## config.mk

```make
export PLATFORM = sky130hd
export DESIGN_NAME = cpmc_top
export DESIGN_NICKNAME = d
export VERILOG_FILES = /design/src/shared/cpmc_pkg.sv /design/src/rtl/cpmc_top.sv
export VERILOG_INCLUDE_DIRS = /design/src /design/src/shared
export SDC_FILE = /design/constraint.sdc
export NUM_CORES = 1
export LEC_CHECK = 0
export BUFFER_PORTS_ARGS = -buffer_cell sky130_fd_sc_hd__buf_2
export CAP_MARGIN = 10
export CORE_UTILIZATION = 30
export DETAILED_ROUTE_END_ITERATION = 8
export PLACE_DENSITY_LB_ADDON = 0.3
export SLEW_MARGIN = 10
export SYNTH_ARGS = -nofsm -noshare
export SYNTH_HDL_FRONTEND = slang
export SYNTH_SLANG_ARGS = --single-unit
export TNS_END_PERCENT = 10
```

## constraint.sdc

```tcl
create_clock -name clk -period 2.94 [get_ports clk]
set_input_delay 0.147 -clock clk [delete_from_list [all_inputs] [get_ports clk]]
set_output_delay 0.147 -clock clk [all_outputs]
set_load 0.05 [all_outputs]
```

## src/shared/cpmc_cfg.svh

```systemverilog
// Timing and code constants for the charging port mode controller.
`ifndef CPMC_CFG_SVH
`define CPMC_CFG_SVH
`define CPMC_CLK_HZ 50000000
`define CPMC_SHORT_TIME_US 100
`define CPMC_SHORT_CYC ((`CPMC_SHORT_TIME_US * (`CPMC_CLK_HZ / 1000000)))
`define CPMC_CDP_HOLD_MS 1000
`define CPMC_CDP_HOLD_CYC ((`CPMC_CDP_HOLD_MS * (`CPMC_CLK_HZ / 1000)))
`define CPMC_MODE_CDP 1'b0
`define CPMC_MODE_DCP 1'b1
`endif

```

## src/shared/cpmc_pkg.sv

```systemverilog
// Types for the charging port mode controller.
package cpmc_pkg;
  typedef enum logic [2:0] {
    CPMC_ST_PASS = 3'h0,
    CPMC_ST_DIV = 3'h1,
    CPMC_ST_SHORT = 3'h2,
    CPMC_ST_SHORT12 = 3'h3
  } cpmc_state_t;
  typedef struct packed {
    logic data_pass;
    logic drive_div27;
    logic short_lines;
    logic drive_1v2;
    logic cdp_signature;
  } cpmc_line_ctl_t;
endpackage : cpmc_pkg

```

## src/rtl/cpmc_top.sv

```systemverilog
// Charging port mode controller: select, DCP auto detection and CDP/SDP switch.
`timescale 1ns/1ps
`include "cpmc_cfg.svh"
module cpmc_top
  import cpmc_pkg::*;
#(
  parameter int unsigned SHORT_CYC = `CPMC_SHORT_CYC,
  parameter int unsigned CDP_HOLD_CYC = `CPMC_CDP_HOLD_CYC
) (
  input wire logic clk,
  input wire logic rst_n,
  input wire logic charge_mode_select_pin,
  input wire logic client_response,
  input wire logic attach_detect,
  output cpmc_line_ctl_t line_ctl,
  output cpmc_state_t state
);

  // ==========================================================
  // Pin synchronisers
  // ==========================================================
  logic [2:0] sel_sync;
  logic [2:0] rsp_sync;
  logic [2:0] att_sync;
  logic sel_f;
  logic rsp_f;
  logic att_f;
  logic [2:0] next_sel_sync;
  logic [2:0] next_rsp_sync;
  logic [2:0] next_att_sync;
  logic next_sel_f;
  logic next_rsp_f;
  logic next_att_f;

  // Shift pins in; a filtered level changes only when stages two and three agree.
  always_comb begin
    next_sel_sync = {sel_sync[1:0], charge_mode_select_pin};
    next_rsp_sync = {rsp_sync[1:0], client_response};
    next_att_sync = {att_sync[1:0], attach_detect};
    next_sel_f = (sel_sync[2] == sel_sync[1]) ? sel_sync[2] : sel_f;
    next_rsp_f = (rsp_sync[2] == rsp_sync[1]) ? rsp_sync[2] : rsp_f;
    next_att_f = (att_sync[2] == att_sync[1]) ? att_sync[2] : att_f;
  end

  // Register the synchroniser stages.
  // Reset clears every stage, so a pin that idles high is seen one filter delay later.
  always_ff @(posedge clk) begin
    if (!rst_n) begin
      sel_sync <= 3'h0;
      rsp_sync <= 3'h0;
      att_sync <= 3'h0;
      sel_f <= 1'b0;
      rsp_f <= 1'b0;
      att_f <= 1'b0;
    end else begin
      sel_sync <= next_sel_sync;
      rsp_sync <= next_rsp_sync;
      att_sync <= next_att_sync;
      sel_f <= next_sel_f;
      rsp_f <= next_rsp_f;
      att_f <= next_att_f;
    end
  end

  // ==========================================================
  // Detection state machine and CDP/SDP switch
  // ==========================================================
  cpmc_state_t next_state;
  logic [31:0] timer;
  logic [31:0] next_timer;
  logic cdp_active;
  logic next_cdp_active;
  cpmc_line_ctl_t next_line_ctl;

  // Next state, timer and CDP signature selection.
  always_comb begin
    next_state = state;
    next_timer = timer;
    next_cdp_active = cdp_active;
    if (sel_f == `CPMC_MODE_CDP) begin
      // The timer counts how long the charging signature has been shown while attached.
      next_state = CPMC_ST_PASS;
      if (!att_f) begin
        next_cdp_active = 1'b1; // Re-arm the charging signature when unplugged.
        next_timer = 32'h0;
      end else if (cdp_active) begin
        if (timer >= CDP_HOLD_CYC - 1) begin
          next_cdp_active = 1'b0; // Fall back to standard signature.
        end else begin
          next_timer = timer + 32'h1;
        end
      end
    end else begin
      next_cdp_active = 1'b1;
      unique case (state)
        CPMC_ST_PASS: begin
          next_state = CPMC_ST_DIV;
          next_timer = 32'h0;
        end
        CPMC_ST_DIV: begin
          if (rsp_f) begin
            next_state = CPMC_ST_SHORT;
            next_timer = 32'h0;
          end
        end
        CPMC_ST_SHORT: begin
          if (timer >= SHORT_CYC - 1) begin
            next_state = CPMC_ST_SHORT12;
          end else begin
            next_timer = timer + 32'h1;
          end
        end
        CPMC_ST_SHORT12: begin
          if (!att_f) begin
            next_state = CPMC_ST_DIV; // Detach restarts detection.
          end
        end
        default: begin
          next_state = CPMC_ST_DIV;
        end
      endcase
    end
  end

  // Line controls decoded from the next state.
  always_comb begin
    next_line_ctl = '0;
    unique case (next_state)
      CPMC_ST_PASS: begin
        next_line_ctl.data_pass = 1'b1;
        next_line_ctl.cdp_signature = next_cdp_active;
      end
      CPMC_ST_DIV: next_line_ctl.drive_div27 = 1'b1;
      CPMC_ST_SHORT: next_line_ctl.short_lines = 1'b1;
      CPMC_ST_SHORT12: begin
        next_line_ctl.short_lines = 1'b1;
        next_line_ctl.drive_1v2 = 1'b1;
      end
      default: next_line_ctl = '0;
    endcase
  end

  // Register state, timer and outputs.
  always_ff @(posedge clk) begin
    if (!rst_n) begin
      state <= CPMC_ST_PASS;
      timer <= 32'h0;
      cdp_active <= 1'b1;
      line_ctl <= '0;
    end else begin
      state <= next_state;
      timer <= next_timer;
      cdp_active <= next_cdp_active;
      line_ctl <= next_line_ctl;
    end
  end

  // ==========================================================
  // Assertions
  // ==========================================================
  // Line controls are decoded from next_state, so they change on the same edge as state.
  a_dcp_no_data: assert property (@(posedge clk) disable iff (!rst_n)
    (state != CPMC_ST_PASS) |-> !line_ctl.data_pass)
    else $error("Data passed in DCP mode.");
  a_div_drive: assert property (@(posedge clk) disable iff (!rst_n)
    (state == CPMC_ST_DIV) |-> (line_ctl.drive_div27 && !line_ctl.short_lines))
    else $error("Divider state not driving 2.7V.");
  a_short12_tied: assert property (@(posedge clk) disable iff (!rst_n)
    (state == CPMC_ST_SHORT12) |-> (line_ctl.short_lines && line_ctl.drive_1v2))
    else $error("1.2V state lines not tied.");
  a_short_tied: assert property (@(posedge clk) disable iff (!rst_n)
    (state == CPMC_ST_SHORT) |-> (line_ctl.short_lines && !line_ctl.drive_1v2))
    else $error("Short state lines not tied.");
  a_dcp_entry: assert property (@(posedge clk) disable iff (!rst_n)
    ($past(state) == CPMC_ST_PASS && state != CPMC_ST_PASS) |-> state == CPMC_ST_DIV)
    else $error("DCP entry not in divider state.");
  a_short_order: assert property (@(posedge clk) disable iff (!rst_n)
    ($past(state) == CPMC_ST_DIV && state == CPMC_ST_SHORT) |-> $past(rsp_f))
    else $error("Short state without client response.");
  a_short12_src: assert property (@(posedge clk) disable iff (!rst_n)
    (state == CPMC_ST_SHORT12 && $past(state) != CPMC_ST_SHORT12)
      |-> $past(state) == CPMC_ST_SHORT)
    else $error("1.2V state not reached from short state.");
  a_sel_mode: assert property (@(posedge clk) disable iff (!rst_n)
    (sel_f == `CPMC_MODE_CDP) |=> (state == CPMC_ST_PASS))
    else $error("CDP select did not give pass mode.");
  // Line controls stay cleared through reset and take the decode one edge after release.
  a_cdp_sig: assert property (@(posedge clk) disable iff (!rst_n)
    (state == CPMC_ST_PASS && $past(rst_n))
      |-> (line_ctl.data_pass && line_ctl.cdp_signature == cdp_active))
    else $error("CDP signature wrong.");
  a_rearm: assert property (@(posedge clk) disable iff (!rst_n)
    (sel_f == `CPMC_MODE_CDP && !att_f) |=> cdp_active)
    else $error("Signature not re-armed on detach.");
  // Sequencing checks: each state but CPMC_ST_SHORT12 is left only for the documented reason.
  a_pass_exit: assert property (@(posedge clk) disable iff (!rst_n)
    (state == CPMC_ST_PASS && sel_f == `CPMC_MODE_DCP) |=> (state == CPMC_ST_DIV))
    else $error("DCP select did not start detection.");
  a_div_hold: assert property (@(posedge clk) disable iff (!rst_n)
    (state == CPMC_ST_DIV && sel_f == `CPMC_MODE_DCP && !rsp_f) |=> (state == CPMC_ST_DIV))
    else $error("Divider state left without client response.");
  a_short_len: assert property (@(posedge clk) disable iff (!rst_n)
    (state == CPMC_ST_SHORT && sel_f == `CPMC_MODE_DCP && timer < SHORT_CYC - 1)
      |=> (state == CPMC_ST_SHORT))
    else $error("Short state ended early.");
  a_sdp_hold: assert property (@(posedge clk) disable iff (!rst_n)
    (state == CPMC_ST_PASS && sel_f == `CPMC_MODE_CDP && att_f && !cdp_active) |=> !cdp_active)
    else $error("Standard signature not held while attached.");
  a_dcp_no_sig: assert property (@(posedge clk) disable iff (!rst_n)
    (state != CPMC_ST_PASS) |-> !line_ctl.cdp_signature)
    else $error("Charging signature shown in DCP mode.");

endmodule : cpmc_top

```

==> reports/metrics.yaml <==
crit_path_frequent_cell: "or4_1"
vdd_ir_drop_max_mv: 0.225
cts_setup_buffers: 0
critical_path.top_delay_family: "simple AND/OR/NAND/NOR gates"
max_slew.worst_pin.slew_ns: 1.16
post-route-drc-count: 0
finalCoreUtilization_pct: 35.2
final_hold_viol_count: 0
detailed_place_hpwl_mm: 3.36
vias_per_cell: 4.95
detailedRoute.firstIterationViolations: 71
end_kind: "flip-flop"
maxClockFrequency_mhz: 402
cts_tree: "yes"
row_count: 31
final_common_cell: "dfxtp_1"
worstPathCellList: "or4_1, nor3_1, nand4_1, o211ai_2, buf_4, nand3_4, or4_1, a21oi_1"
yosysTopAreaCellShare_pct: 47.1
clk-insertion-delay-late_ns: 0.31
critPathRequiredTime_ns: 3.19
final_min_period_over_clock_period_pct: 84.6
share_of_post_route_cells_with_drive_strength_above_1_pct: 12.6
route.vias.total: 1826
met3WireLength_um: 135
timing.slew.headroom_pct: 22.2
number_of_placed_i_o_pins: 13
critPathMaxFanout: 13
rsz0062_at_grt: "no"
critPathLaunchType: "flip-flop"
clk_path_buf_depth: 2
setup-violations-final: 0
syn2layout_area_growth_pct: 13.5
power.clock.fraction_pct: 40.7
die-width_um: 88.6
number_of_global_route_vias_before_repair: 1711
synth_warnings: 0
total_leakage_power_nw: 0.893
ys_seq_elements: 53
diodes: 0
timing.final.crit_period_ns: 2.49
ant_nets: 0
synth_enable_flop_cells: 0
worst_min_path_class: "in2reg"
mappedNetlistNets: 260
first_pass_grt_wire_length_mm: 7.90
holdWs_ns: 0.0342
synth-main-ff-cell: "dfxtp_1"
register_clock_pin_slew_on_the_reported_worst_setup_and_hold_paths_ns: 0.10
antenna_found_initial: 0
criticalPathCategory: "reg2reg"
initial_utilization_pct: 31.1
finalWeightedCongestion: 0.789
ys_top_cells_by_area: "dfxtp_1 (47%), and2_1 (5.8%), nand3_1 (4.2%)"
timing_max_transition_violations_final: 0
topRoutingLayerUsed: "met4"
io_buffer_count: 12
timing.setup.tns_ns: 0
mostFrequentLayoutCells: "dfxtp_1 (53), nand2_1 (21), and2_1 (21), nand3_1 (19), nor2_1 (18)"
chipHeight_um: 88.6
post_synth_instance_area_um2: 2250
grt_max_degree: 19
wl_met1_mm: 2.41
netlist-cell-type-count: 40
dr.pass1.iters: 4
postCtsHoldBufs: 0
critical_path.max_stage_delay_ns: 0.52
critical_path_buf_inv_count: 1
groute.usage.overall_pct: 13.1
postSynthCellCount: 254
cellPowerDensity_nw_per_um2: 496
yosys.area.top_type: "dfxtp_1"
tritoncts.num_buffers: 5
cts-root-buf: "clkbuf_8"
avgSynthCellArea_um2: 8.87
cts_htree_levels: 2
power.switching_mw: 0.274
clock-skew-final_ns: 0.00625
numClockSinks: 53
sw_frac_of_total_pct: 21.6
async_flop_share_pct: 0
routed_wire_length_per_instance_um: 12.6
seq_power_share_pct: 57.4
cts.repair.resized: 0
worst-endpoint-arrival_ns: 2.74
die-area_um2: 7860
dr_wl_met2_mm: 2.03
overflow: 0
total_internal_power_mw: 0.994
synth-seq-area-share_pct: 47.1
wl_mm: 4.63
core-area_um2: 7250
critical_path.slowest_cell: "or4_1"
max-cap-violations: 0
nNetsFinal: 275
pwr-share-comb_pct: 1.9
outcome: "finished clean"
[worst paths after layout]
check | startpoint | end | slack [ns] | cells after the start
worst max-delay path | timer[15]$_SDFFE_PN0P_ | timer[13]$_SDFFE_PN0P_ | 0.45 | 8
worst min register to register | att_sync[0]$_SDFF_PN0_ | att_sync[1]$_SDFF_PN0_ | 0.44 | 1
worst min-delay path | client_response | rsp_sync[0]$_SDFF_PN0_ | 0.03 | 2
worst max register to register | timer[15]$_SDFFE_PN0P_ | timer[13]$_SDFFE_PN0P_ | 0.45 | 8
[cell type report]
cell class | instances | area (um2)
Fill cell | 774 | 4700
Multi-Input combinational cell | 188 | 1140
Sequential cell | 53 | 1060
Tap cell | 99 | 124
Timing Repair Buffer | 17 | 97.6
Clock buffer | 5 | 68.8
Clock inverter | 3 | 50.0
Inverter | 4 | 15.0
[cell usage after synthesis (all sizes together), types with 5 or more instances]
cell / count
and2: 21
or4: 8
and3: 5
xor2: 10
nand2b: 6
dfxtp: 53
or3: 5
clkbuf: 7
a21oi: 15
nor3: 5
nand2: 21
o21ai: 13
nor2: 18
nand4: 9
nor4: 5
nand3: 20
[flip-flops by register name, summed over array words and instances (netlist names)]
| register | cells |
|---|---|
| state | 3 |
| rsp_f | 1 |
| sel_sync | 3 |
| att_f | 1 |
| timer | 32 |
| sel_f | 1 |
| att_sync | 3 |
| line_ctl | 5 |
| rsp_sync | 3 |
| cdp_active | 1 |
[metal layers]
| metal | vias up | GRT usage (%) |
|---|---|---|
| met2 | 24 | 20.4 |
| met3 | 4 | 3.08 |
| met5 | - | 0 |
| li1 | 932 | - |
| met1 | 866 | 17.8 |
| met4 | 0 | 4.55 |
[power by group through the flow]
| stage | Clock, mW | Sequential [mW] | Combinational (mW) |
|---|---|---|---|
| global placement | 0 | 0.744 | 0.0253 |
| finish | 0.516 | 0.728 | 0.0247 |
| CTS | 0.533 | 0.728 | 0.0254 |
| detailed placement | 0 | 0.744 | 0.0254 |
| global route | 0.560 | 0.729 | 0.0271 |
| floorplan | 0 | 0.752 | 0.00933 |
[through the flow]
stage          instances  worst slack, ns  cell area, um2  power (mW)
4_1_cts              369            0.433            2560        1.29
3_3_place_gp         361            0.511            2440       0.770
3_5_place_dp         361            0.459            2440       0.770
5_1_grt              369            0.269            2560        1.32
2_1_floorplan        254            0.655            2250       0.761
6_report             369            0.452            2560        1.27
[kinds of logic (layout without fill, tap and decap cells)]
kind of cell	Yosys count	count (layout)	share of synthesized area, %
mux	2	2	0.889
flops	53	53	47.1
buf+inv	13	29	2.28
other cells	1	1	0.167
xor+xnor	13	13	5.06
fa+ha+maj	1	1	0.555
simple gates	130	130	32.6
compound gates	41	41	11.3
(Power assumes the default switching activity.)
